--- src/design/selc_pkg.sv ---
// Package: constants, states and carriers of the exception and low-power controller
package selc_pkg;
  // Interrupt sources, index 0 is the highest priority and the external pin
  localparam int          NSRC          = 8;
  localparam int          IDXW          = 3;
  localparam logic [2:0]  EXT_IRQ_IDX   = 3'h0;
  // Register indices; byte address is four times the index
  localparam logic [15:0] IDX_BRK_STAT  = 16'hfe00;
  localparam logic [15:0] IDX_RST_CAUSE = 16'hfe01;
  localparam logic [15:0] IDX_BRK_CLR   = 16'hfe03;
  // Reset cause register layout
  localparam logic [7:0]  CAUSE_RESET   = 8'h80;
  localparam int          CB_POR        = 7;
  localparam int          CB_PIN        = 6;
  localparam int          CB_COP        = 5;
  localparam int          CB_BAD_OPCODE_CAUSE_FLAG       = 4;
  localparam int          CB_BAD_FETCH_ADDRESS_CAUSE_FLAG       = 3;
  localparam int          CB_LVI        = 1;
  // Break registers layout
  localparam int          WAIT_EXIT_BY_BREAK_FLAG_BIT      = 1;
  localparam int          BREAK_FLAG_CLEAR_ENABLE_BIT      = 0;
  localparam logic        BREAK_FLAG_CLEAR_ENABLE_RESET    = 1'b0;
  // Stop recovery delay in crystal clock periods
  localparam int          STOP_DLY_XCLK = 4096;
  localparam int          DLYW          = 13;
  localparam logic [1:0]  HTRANS_NONSEQ = 2'h2;

  typedef enum logic [2:0] {
    ST_RUN     = 3'b000,
    ST_STACK   = 3'b001,
    ST_WAIT    = 3'b010,
    ST_STOP    = 3'b011,
    ST_STOPDLY = 3'b100
  } selc_state_t;

  // Core status seen by the controller
  typedef struct packed {
    logic instr_done;  // Instruction boundary pulse
    logic rti_done;    // Return instruction finished, next opcode prefetched
    logic swi_exec;    // Software trap executing
    logic wait_exec;   // Wait instruction executing
    logic stop_exec;   // Stop instruction executing
    logic stack_done;  // Core finished pushing its registers
    logic ibit;        // Interrupt mask bit
  } selc_core_in_t;

  // Requests toward the core
  typedef struct packed {
    logic            stack_req;  // Push registers, no index high byte
    logic            pc_dec;     // Stack PC minus one
    logic [IDXW-1:0] vec_idx;    // Arbitration result
    logic            vec_swi;    // Use the trap vector
    logic            ibit_set;   // Set mask after stacking
    logic            ibit_clr;   // Clear mask on low-power entry
  } selc_core_out_t;

  // Reset sources
  typedef struct packed {
    logic por;
    logic pin;
    logic watchdog_cause_flag;
    logic bad_opcode_cause_flag;
    logic bad_fetch_address_cause_flag;
    logic undervoltage_cause_flag;
  } selc_rst_src_t;
endpackage

--- src/design/selc_prio.sv ---
// Fixed-priority picker of pending interrupt sources
`timescale 1ns/1ps
`default_nettype none
module selc_prio
  import selc_pkg::*;
(
  input  wire logic [NSRC-1:0] pend,
  output logic                 any,
  output logic [IDXW-1:0]      idx
);
  // Lowest index wins, scanned from the top so the last hit is kept
  always_comb begin
    any = 1'b0;
    idx = '0;
    for (int i = NSRC - 1; i >= 0; i--) begin
      if (pend[i]) begin
        any = 1'b1;
        idx = IDXW'(i);
      end
    end
  end
endmodule
`default_nettype wire

--- src/design/selc_ctl.sv ---
// Exception arbitration, low-power sequencing and status registers
// Notes on behaviour
// - Core stacks registers, then mask is set
// - Latch requests, give core constant vector index
// - Latched interrupt holds until serviced
// - Hardware interrupts wait for instruction end
// - Take only if unmasked and source enabled
// - Highest priority pending is serviced first
// - Pending at return served before next instruction
// - Index high byte never stacked on entry
// - Software trap ignores the mask bit
// - Trap stacks PC, hardware stacks PC minus one
// - Any reset source wins, skipping arbitration
// - Break protects flags unless clear enable set
// - Flag cleared in break stays cleared
// - Two-step clears protected across break
// - Low-power entry stops core, clears mask
// - Wait keeps peripherals, interrupt wakes next cycle
// - Reset or break ends wait, break sets flag
// - Watchdog runs in wait unless disabled
// - Stop clears prescaler, gates clocks, delayed wake
// - Reset or break ends stop mode
// - Wait-break flag cleared by zero write, reset
// - Cause register layout, read clears, power-on value
`timescale 1ns/1ps
`default_nettype none
module selc_ctl
  import selc_pkg::*;
(
  input  wire logic           hclk,
  input  wire logic           hresetn,
  input  wire logic           hsel,
  input  wire logic [31:0]    haddr,
  input  wire logic [1:0]     htrans,
  input  wire logic           hwrite,
  input  wire logic [2:0]     hsize,
  input  wire logic [31:0]    hwdata,
  input  wire logic           hready,
  output logic      [31:0]    hrdata,
  output logic                hreadyout,
  output logic                hresp,
  input  wire selc_core_in_t  core_in,
  output selc_core_out_t      core_out,
  input  wire logic [NSRC-1:0] irq_req,
  input  wire logic [NSRC-1:0] irq_en,
  input  wire selc_rst_src_t  rst_src,
  input  wire logic           break_active,
  input  wire logic           break_req,
  input  wire logic           xclk_en,
  input  wire logic           watchdog_disable_bit,
  output logic                sys_rst,
  output logic                cpu_clk_en,
  output logic                periph_clk_en,
  output logic                cgm_en,
  output logic                prescale_clr,
  output logic                watchdog_run,
  output logic                flag_clear_en
);
  selc_state_t     state_r;
  selc_core_out_t  core_r;
  logic            lat_v_r;
  logic [IDXW-1:0] lat_idx_r;
  logic            lat_swi_r;
  logic [DLYW-1:0] dly_r;
  logic [7:0]      cause_r;
  logic            wait_exit_by_break_flag_r;
  logic            break_flag_clear_enable_r;
  logic            ap_wr_r;
  logic [15:0]     ap_idx_r;
  logic [31:0]     rdata_r;
  logic            hready_r;
  logic            sysrst_r;
  logic            cpuclk_r;
  logic            perclk_r;
  logic            cgm_r;
  logic            presc_r;
  logic            wdog_r;
  logic            fce_r;
  logic [NSRC-1:0] pend;
  logic            pend_any;
  logic [IDXW-1:0] pend_idx;
  logic            rst_any;
  logic            ap_take;
  logic            boundary;
  logic            wr_brk_stat;
  logic [7:0]      cause_nxt;

  // Register index from a byte address
  function automatic logic [15:0] reg_index(input logic [31:0] a);
    return a[17:2];
  endfunction

  // Only enabled sources compete
  assign pend     = irq_req & irq_en;
  assign rst_any  = |rst_src;
  assign boundary = core_in.instr_done | core_in.rti_done;
  assign ap_take  = hsel & hready & (htrans == HTRANS_NONSEQ);
  assign wr_brk_stat = ap_wr_r & (ap_idx_r == IDX_BRK_STAT);

  selc_prio u_prio (
    .pend (pend),
    .any  (pend_any),
    .idx  (pend_idx)
  );

  // Cause layout; power-on overrides every other source
  always_comb begin
    cause_nxt = 8'h00;
    cause_nxt[CB_PIN]  = rst_src.pin;
    cause_nxt[CB_COP]  = rst_src.watchdog_cause_flag;
    cause_nxt[CB_BAD_OPCODE_CAUSE_FLAG] = rst_src.bad_opcode_cause_flag;
    cause_nxt[CB_BAD_FETCH_ADDRESS_CAUSE_FLAG] = rst_src.bad_fetch_address_cause_flag;
    cause_nxt[CB_LVI]  = rst_src.undervoltage_cause_flag;
    if (rst_src.por) begin
      cause_nxt = CAUSE_RESET;
    end
  end

  // Sequencer: resets bypass arbitration and end any low-power mode
  always_ff @(posedge hclk or negedge hresetn) begin
    if (!hresetn) begin
      state_r   <= ST_RUN;
      lat_v_r   <= 1'b0;
      lat_idx_r <= '0;
      lat_swi_r <= 1'b0;
      dly_r     <= '0;
      cpuclk_r  <= 1'b1;
      perclk_r  <= 1'b1;
      cgm_r     <= 1'b1;
    end else if (rst_any) begin
      state_r   <= ST_RUN;
      lat_v_r   <= 1'b0;
      lat_swi_r <= 1'b0;
      cpuclk_r  <= 1'b1;
      perclk_r  <= 1'b1;
      cgm_r     <= 1'b1;
    end else begin
      unique case (state_r)
        ST_RUN: begin
          if (core_in.swi_exec) begin
            // Trap is taken whatever the mask says
            lat_v_r   <= 1'b1;
            lat_swi_r <= 1'b1;
            state_r   <= ST_STACK;
          end else if (core_in.wait_exec) begin
            cpuclk_r <= 1'b0;
            state_r  <= ST_WAIT;
          end else if (core_in.stop_exec) begin
            cpuclk_r <= 1'b0;
            perclk_r <= 1'b0;
            cgm_r    <= 1'b0;
            state_r  <= ST_STOP;
          end else if (boundary && !core_in.ibit && (lat_v_r || pend_any)) begin
            // A latched request keeps its place against newer ones
            if (!lat_v_r) begin
              lat_idx_r <= pend_idx;
            end
            lat_v_r   <= 1'b1;
            lat_swi_r <= 1'b0;
            state_r   <= ST_STACK;
          end
        end
        ST_STACK: begin
          // Service complete once the core has pushed its registers
          if (core_in.stack_done) begin
            lat_v_r   <= 1'b0;
            lat_swi_r <= 1'b0;
            state_r   <= ST_RUN;
          end
        end
        ST_WAIT: begin
          if (break_req) begin
            cpuclk_r <= 1'b1;
            state_r  <= ST_RUN;
          end else if (pend_any) begin
            // Stacking starts on the next cycle
            lat_v_r   <= 1'b1;
            lat_idx_r <= pend_idx;
            lat_swi_r <= 1'b0;
            cpuclk_r  <= 1'b1;
            state_r   <= ST_STACK;
          end
        end
        ST_STOP: begin
          if (break_req) begin
            cpuclk_r <= 1'b1;
            perclk_r <= 1'b1;
            cgm_r    <= 1'b1;
            state_r  <= ST_RUN;
          end else if (irq_req[EXT_IRQ_IDX] && irq_en[EXT_IRQ_IDX]) begin
            // Oscillator restarts; stacking waits for it to settle
            cgm_r   <= 1'b1;
            dly_r   <= '0;
            state_r <= ST_STOPDLY;
          end
        end
        ST_STOPDLY: begin
          if (break_req) begin
            cpuclk_r <= 1'b1;
            perclk_r <= 1'b1;
            state_r  <= ST_RUN;
          end else if (xclk_en) begin
            if (dly_r == DLYW'(STOP_DLY_XCLK - 1)) begin
              lat_v_r   <= 1'b1;
              lat_idx_r <= EXT_IRQ_IDX;
              lat_swi_r <= 1'b0;
              cpuclk_r  <= 1'b1;
              perclk_r  <= 1'b1;
              state_r   <= ST_STACK;
            end else begin
              dly_r <= dly_r + DLYW'(1);
            end
          end
        end
        default: state_r <= ST_RUN;
      endcase
    end
  end

  // Requests to the core; only PC, A, X and CCR are pushed
  always_ff @(posedge hclk or negedge hresetn) begin
    if (!hresetn) begin
      core_r <= '0;
    end else begin
      core_r.stack_req <= (state_r == ST_STACK) && !core_in.stack_done && !rst_any;
      core_r.pc_dec    <= !lat_swi_r;
      core_r.vec_idx   <= lat_idx_r;
      core_r.vec_swi   <= lat_swi_r;
      core_r.ibit_set  <= (state_r == ST_STACK) && core_in.stack_done && !rst_any;
      core_r.ibit_clr  <= (state_r == ST_RUN) && !rst_any && !core_in.swi_exec
                          && (core_in.wait_exec || core_in.stop_exec);
    end
  end

  // Internal reset pulse and stop-entry prescaler clear
  always_ff @(posedge hclk or negedge hresetn) begin
    if (!hresetn) begin
      sysrst_r <= 1'b1;
      presc_r  <= 1'b0;
    end else begin
      sysrst_r <= rst_any;
      presc_r  <= (state_r == ST_RUN) && !rst_any && !core_in.swi_exec
                  && !core_in.wait_exec && core_in.stop_exec;
    end
  end

  // Watchdog enable and flag-clear permission for other modules
  always_ff @(posedge hclk or negedge hresetn) begin
    if (!hresetn) begin
      wdog_r <= 1'b0;
      fce_r  <= 1'b1;
    end else begin
      wdog_r <= !watchdog_disable_bit;
      // Peripherals gate both steps of a clear with this, so a first step
      // taken before break cannot complete inside it
      fce_r  <= !break_active || break_flag_clear_enable_r;
    end
  end

  // Bus address phase capture; zero wait states
  always_ff @(posedge hclk or negedge hresetn) begin
    if (!hresetn) begin
      ap_wr_r  <= 1'b0;
      ap_idx_r <= '0;
      hready_r <= 1'b0;
      rdata_r  <= '0;
    end else begin
      hready_r <= 1'b1;
      ap_wr_r  <= ap_take && hwrite && (hsize == 3'h2);
      ap_idx_r <= reg_index(haddr);
      rdata_r  <= '0;
      if (ap_take && !hwrite) begin
        unique case (reg_index(haddr))
          IDX_RST_CAUSE: rdata_r <= {24'h000000, cause_r};
          IDX_BRK_STAT:  rdata_r <= {30'h0, wait_exit_by_break_flag_r, 1'b0};
          IDX_BRK_CLR:   rdata_r <= {31'h0, break_flag_clear_enable_r};
          default:       rdata_r <= '0;
        endcase
      end
    end
  end

  // Reset cause flags: a new reset wins over the read that clears them
  always_ff @(posedge hclk or negedge hresetn) begin
    if (!hresetn) begin
      cause_r <= CAUSE_RESET;
    end else if (rst_any) begin
      cause_r <= cause_nxt;
    end else if (ap_take && !hwrite && reg_index(haddr) == IDX_RST_CAUSE) begin
      cause_r <= 8'h00;
    end
  end

  // Wait-exit-by-break flag; set beats a clearing write
  always_ff @(posedge hclk or negedge hresetn) begin
    if (!hresetn) begin
      wait_exit_by_break_flag_r <= 1'b0;
    end else if (rst_any) begin
      wait_exit_by_break_flag_r <= 1'b0;
    end else if (state_r == ST_WAIT && break_req) begin
      wait_exit_by_break_flag_r <= 1'b1;
    end else if (wr_brk_stat && !hwdata[WAIT_EXIT_BY_BREAK_FLAG_BIT]) begin
      wait_exit_by_break_flag_r <= 1'b0;
    end
  end

  // Break clear enable
  always_ff @(posedge hclk or negedge hresetn) begin
    if (!hresetn) begin
      break_flag_clear_enable_r <= BREAK_FLAG_CLEAR_ENABLE_RESET;
    end else if (rst_any) begin
      break_flag_clear_enable_r <= BREAK_FLAG_CLEAR_ENABLE_RESET;
    end else if (ap_wr_r && ap_idx_r == IDX_BRK_CLR) begin
      break_flag_clear_enable_r <= hwdata[BREAK_FLAG_CLEAR_ENABLE_BIT];
    end
  end

  assign hrdata        = rdata_r;
  assign hreadyout     = hready_r;
  assign hresp         = 1'b0;
  assign core_out      = core_r;
  assign sys_rst       = sysrst_r;
  assign cpu_clk_en    = cpuclk_r;
  assign periph_clk_en = perclk_r;
  assign cgm_en        = cgm_r;
  assign prescale_clr  = presc_r;
  assign watchdog_run  = wdog_r;
  assign flag_clear_en = fce_r;
endmodule
`default_nettype wire

--- config.mk ---
export PLATFORM = sky130hd
export DESIGN_NAME = selc_ctl
export DESIGN_NICKNAME = d
export VERILOG_FILES = /design/src/design/selc_pkg.sv /design/src/design/selc_prio.sv /design/src/design/selc_ctl.sv
export SDC_FILE = /design/constraint.sdc
export NUM_CORES = 1
export LEC_CHECK = 0
export BUFFER_PORTS_ARGS = -buffer_cell sky130_fd_sc_hd__buf_2
export CORE_MARGIN = 10
export CORE_UTILIZATION = 43
export CTS_BUF_LIST = sky130_fd_sc_hd__clkbuf_4
export DETAILED_ROUTE_END_ITERATION = 7
export GPL_ROUTABILITY_DRIVEN = 0
export PLACE_DENSITY = 0.74
export RECOVER_POWER = 50
export SLEW_MARGIN = 15
export SYNTH_ARGS = -nofsm -noshare
export SYNTH_HDL_FRONTEND = slang
export SYNTH_HIERARCHICAL = 1
export SYNTH_SLANG_ARGS = --single-unit
--- constraint.sdc ---
create_clock -name hclk -period 2.9 [get_ports hclk]
set_clock_uncertainty 0.05 [all_clocks]
set_input_delay 0.29 -clock hclk [delete_from_list [all_inputs] [get_ports hclk]]
set_output_delay 0.29 -clock hclk [all_outputs]
set_load 0.02 [all_outputs]
# Word level (Yosys, flattened, before mapping)
# Index checks and enable logic that the tools add are counted.
[op_classes]
addsub = 1
muxes = 96
n_eq_ne = 44
bitwise = 6
reduce_logical = 50
[ops]
columns = ["cell", "count"]
rows = [
  ["two-way mux 3 bit", 31],
  ["equality test 16 bit, second input constant", 5],
  ["two-way mux 13 bit", 5],
  ["two-way mux 1 bit", 47],
  ["two-way mux 8 bit", 4],
  ["inequality test 4 bit, second input constant", 8],
  ["inequality test 3 bit, second input constant", 10],
  ["inequality test 2 bit, second input constant", 13],
  ["case mux 13 bit (2 select lines)", 1],
  ["case mux 8 bit (3 select lines)", 1],
  ["AND reduction 7 bit", 3],
  ["logical AND 1 bit", 19],
  ["case mux 3 bit (5 select lines)", 1],
  ["adder 13 x 1 -> 13 bit, second input constant", 1],
  ["equality test 13 x 12 -> 1 bit, second input constant", 1],
  ["case mux 1 bit (4 select lines)", 3],
  ["AND reduction 12 bit", 1],
  ["logical NOT 1 bit", 10],
  ["AND reduction 10 bit", 1],
  ["nonzero test 5 bit", 2],
  ["equality test 3 x 2 -> 1 bit, second input constant", 3],
  ["case mux 3 bit (3 select lines)", 1],
  ["nonzero test 3 bit", 3],
  ["AND 8 bit", 1],
  ["other kinds (16)", 22],
]
[word_totals]
output_inout_bits = 49
reg_bits = 96
elab_cells = 222

# Depth between registers and ports, before layout
[logic_depth]
depth_word = 17
depth_mapped = 9
ltp_nobuf = 9

# Hierarchy
# The synthesis kept the hierarchy.
[by_module_without_submodules]
columns = ["mod", "instances", "seq_area_each_um2", "area_per_inst_um2", "cells_each"]
rows = [
  ["selc_ctl", 1, 1734.2, 3171.8, 299],
  ["selc_prio", 1, 0.0, 80.1, 13],
]

# Worst setup path before layout
# OpenSTA, ideal clock, no wires.
[synth_timing]
kind = "input port to flip-flop"
from = "input rst_src[2] in the netlist's numbering"
to = "register dly_r[11]"
t_required_ps = 2772
cell_stages = 6
slack_ps = 871
t_arrival_ps = 1901
path_cell_list = "nor4_4 > and2_4 > inv_4 > or4_4 > or4_1 > a21oi_1"
[synth_between]
elab_chain_len = 3
[synth_rtl]
columns = ["item", "line", "text"]
rows = [
  ["start: declaration", "selc_ctl.sv:46", "input wire selc_rst_src_t rst_src,"],
  ["OR reduction 6 bit", "selc_ctl.sv:95", "assign rst_any = |rst_src;"],
  ["net rst_any", "selc_ctl.sv:82", "logic rst_any;"],
  ["inverter 1 bit (no source line)", "-", ""],
  ["AND reduction 7 bit (no source line)", "-", ""],
  ["end signal: assignment", "selc_ctl.sv:211", "dly_r <= dly_r + DLYW'(1);"],
  ["end: declaration", "selc_ctl.sv:64", "logic [DLYW-1:0] dly_r;"],
]
# The timed path passes the listed nets, and every way through them passes these cells.
# A chain may end at the register's enable or synchronous reset.

# Worst setup path in the final report
# Same ends and word-level chain as after synthesis.

==> impl_summary.txt <==
----------------------------------------------------
[Pwr]
  Clock share of power ... 33.8%
  Maximum vdd drop ... 0.1561 mV
  Power Dens Cells ... between 400 and 500 nW/um^2
  Sw power ... around 450 uW
  Internal power ... approximately 1300 uW
  Leak pwr ... between 0.0015 and 0.002 uW
  Sum of internal, switching and leakage power ... approximately 1800 uW
  Switching Share ... between 20% and 30%
  Proportion of power drawn by combinational gates ... 10.3%
  Flop pwr share ... 56.0%

[Clock network]
  Clk pin slew, worst setup/hold paths ... 0.12 ns
  TritonCTS clock tree ... yes
  Number of buffers inserted during clock tree synthesis ... 9
  Maximum root-to-sink buffer count ... 2
  Resize count post-CTS ... 0
  Clock Sinks ... between 60 and 70
  Latest clock arrival within the worst-skew pair ... about 0.41 ns
  Level count of the clock H-tree ... 3
  CTS root buffer ... sky130_fd_sc_hd__clkbuf_4

[Yosys]
  Warnings, synthesis ... 6
  Post-synthesis sequential element count ... 69
  Number of different library cells in the post-synthesis netlist ... 52
  Yosys top cell area share ... between 40 and 50%
  Count of mapped cells out of synthesis ... 312
  Post-synthesis sequential area ratio ... 53.33%
  Number of enable flip-flop cells after synthesis ... 0
  Fraction of registers with async set/reset ... between 90% and 100%
  Leading register cell type out of synthesis ... sky130_fd_sc_hd__dfrtp_1
  Ranking of synthesized cells by area ... sky130_fd_sc_hd__dfrtp_1 (48%), sky130_fd_sc_hd__buf_4 (6.0%), sky130_fd_sc_hd__dfstp_2 (4.8%), sky130_fd_sc_hd__nor2_1 (4.0%), sky130_fd_sc_hd__xnor2_1 (3.0%)
  Cell area after technology mapping ... 3252 sq um
  Mean instance size in the synthesized netlist ... 10.42 sq um
  Library cell with the largest summed area after synthesis ... sky130_fd_sc_hd__dfrtp_1

[Layout]
  Syn-to-layout area delta ... 22.85%
  Filler cell count ... 648
  Number of nets in the layout ... 529
  Fraction of layout instances using a drive strength above 1 ... 23.76%
  End-of-flow core utilization ... roughly 55%
  Commonest non-fill, non-tap cell in the layout ... sky130_fd_sc_hd__buf_2
  Ant diodes ... 0
  Leading cell types in the layout, fill and taps excluded ... sky130_fd_sc_hd__buf_2 (67), sky130_fd_sc_hd__dfrtp_1 (63), sky130_fd_sc_hd__nor2_1 (35)

[Global routing]
  Maximum number of pins on one net before global-route repair ... 29
  First-pass GRT wire length ... 13,050 microns
  Number of antenna violations at the first check in global routing ... 0
  Residual overflow from global routing ... 0
  Total track usage ... between 10% and 20%
  Number of global-route vias before repair ... roughly 2,700

[Setup path]
  Buf+Inv Stages, Crit Path ... 2
  Reg-to-reg slack, setup ... 0.62 ns
  Depth of the most critical reg-to-reg path ... 7
  Critical R2R Launch ... dly_r[0]
  Data required, critical path ... between 3 and 4 ns
  Critical path's slowest cell ... sky130_fd_sc_hd__and2_0
  CP Cell Sequence ... buf_2 -> nor4_4 -> and2_0 -> inv_4 -> or4_4 -> or4_1 -> a21oi_1
  Top cell family by delay on the critical path ... simple AND/OR/NAND/NOR gates
  Crit Reg-Reg Endpoint ... dly_r[11]
  Type of the worst setup path ... primary input to flop
  Critical path peak fanout ... 13
  Stages on worst setup path ... 7
  Critical path launch point type ... primary input
  Crit path capture type ... flop
  Data arrival at the endpoint of the critical path ... around 2.8 ns
  Largest stage delay on the critical path ... about 0.64 ns

[Placed design]
  Worst setup timing slack at the placement stage ... 0.4299 ns
  IO buf count ... between 80 and 90
  Detail Placement HPWL ... 6152 microns

[Timing]
  Final setup margin ... between 0.4 and 0.5 ns
  Rel. slew slack ... around 25%
  Total count of hold-check failures in the final report ... 0
  Pins Over Slew Limit ... 0
  Pin slew with the least headroom to its limit ... 1.127 ns
  Worst hold-check slack ... 0.07264 ns
  Crit share post-route ... 85.02%
  TNS Setup ... 0 ns
  Timing-limited maximum frequency ... 0.4056 GHz
  Tmin final ... 2.466 ns
  RSZ-0062 raised after global routing ... no
  Number of failing setup endpoints in the final timing report ... 0

[Detailed routing]
  Mean number of vias per cell ... 5.074
  DRC violations left ... 0
  Remaining antenna violation count after routing ... 0
  Initial DRT Pass Iterations ... 4
  Via Count ... 2,659
  Wire length per cell after detailed routing ... approximately 16 microns
  DR iter-0 viols ... ~180
  Wirelength, routed ... slightly above 8000 microns

[Min path]
  Hold Crit Start ... hsize[1]
  Worst min path class ... primary input to flop
  Cell depth of the worst min-delay path ... 3
  Worst-case hold path end point ... ap_wr_r

[Run]
  Maximum capacitance violations ... 0

[Die]
  Die width ... 107.0 microns
  Die height ... 107.0 microns
  Die ar. ... 11,440 sq um
  Core ar. ... around 7300 sq um
  I/O pin cnt ... 156
  Initial Utilization ... 44.60%
  Total number of placement rows ... 31

[Run status]
  Run status ... finished clean

----------------------------------------------------
-- synthesized netlist by cell type (6+ instances only) --
cell type and number:
sky130_fd_sc_hd__dfrtp_1 63, sky130_fd_sc_hd__nor2_1 35, sky130_fd_sc_hd__buf_4 26, sky130_fd_sc_hd__nand2_1 13, sky130_fd_sc_hd__and2_1 12, sky130_fd_sc_hd__nand3_1 12, sky130_fd_sc_hd__nor3_1 11, sky130_fd_sc_hd__xnor2_1 11
sky130_fd_sc_hd__a22o_1 9, sky130_fd_sc_hd__inv_1 9, sky130_fd_sc_hd__nor4_1 9, sky130_fd_sc_hd__a21oi_1 8, sky130_fd_sc_hd__clkbuf_1 8, sky130_fd_sc_hd__o21ai_0 8, sky130_fd_sc_hd__dfstp_2 6, sky130_fd_sc_hd__nand4_1 6
sky130_fd_sc_hd__nor2b_1 6
-- stage by stage --
step	std cells	instance area [sq um]
floorplan	337	3346
global placement	489	3690
detailed placement	489	3690
CTS	524	4019
global route	524	3995
finish	524	3995
-- worst max-delay path by stage --
| stage | start | endpoint |
|---|---|---|
| 2_1_floorplan | rst_src[2] | dly_r[11] |
| 3_3_place_gp | rst_src[2] | dly_r[11] |
| 3_5_place_dp | rst_src[2] | dly_r[11] |
| 4_1_cts | dly_r[0] | dly_r[11] |
| 5_1_grt | rst_src[2] | dly_r[11] |
| 6_report | rst_src[2] | dly_r[11] |
-- power by group through the flow --
stage / combinational [uW] / sequential, uW / clock (uW)
after floorplan: 102 / 1010 / 0
after global placement: 159 / 1010 / 0
after detailed placement: 162 / 1010 / 0
after CTS: 183 / 990 / 618
after global routing: 202 / 993 / 663
final: 182 / 990 / 597
-- final cells by class --
| type | instances | area (sq um) | area share (%) |
|---|---|---|---|
| Sequential cell | 69 | 1734 | 43.41 |
| Multi-Input combinational cell | 224 | 1344 | 33.64 |
| Timing Repair Buffer | 107 | 624.3 | 15.63 |
| Tap cell | 99 | 123.9 | 3.101 |
| Clock buffer | 10 | 75.07 | 1.879 |
| Clock inverter | 5 | 53.80 | 1.347 |
| Inverter | 10 | 40.04 | 1.002 |
-- sequential cells by signal (all words and copies together), names as in the netlist, 3 cells and up --
name       flops
ap_idx_r      16
cause_r        6
core_out       8
dly_r         13
hrdata         7
lat_idx_r      3
state_r        3
-- routing by layer --
metal / part of all wire [%] / global-route usage (%) / wire length (microns) / vias to the layer above
met5: 0 / 0 / 0 / -
met4: 1.1 / 5.513 / 87 / 0
met3: 5.8 / 3.952 / 474 / 6
met2: 49 / 23.44 / 3986 / 101
met1: 44 / 17.18 / 3621 / 1275
li1: - / - / - / 1277
-- cells by family after synthesis --
group	synth area share [%]
buffers and inverters	8.157
other	0.2309
and+or+nand+nor	22.97
DFF	53.33
xor gates and xnor gates	2.963
AOI/OAI and AO/OA	11.00
muxes	0.9619
adders and majority gates	0.3847
-- timing repair --
action | CTS | global route
hold buffers | 20 | 0
hold endpoints to repair | 35 | 0
setup buffers | 0 | 0
-- worst min-delay path: cells and delay by family --
kind | cells | cell delay [ns]
buf+inv | 1 | 0.10
simple gates | 2 | 0.12
(Power assumes the default switching activity.)
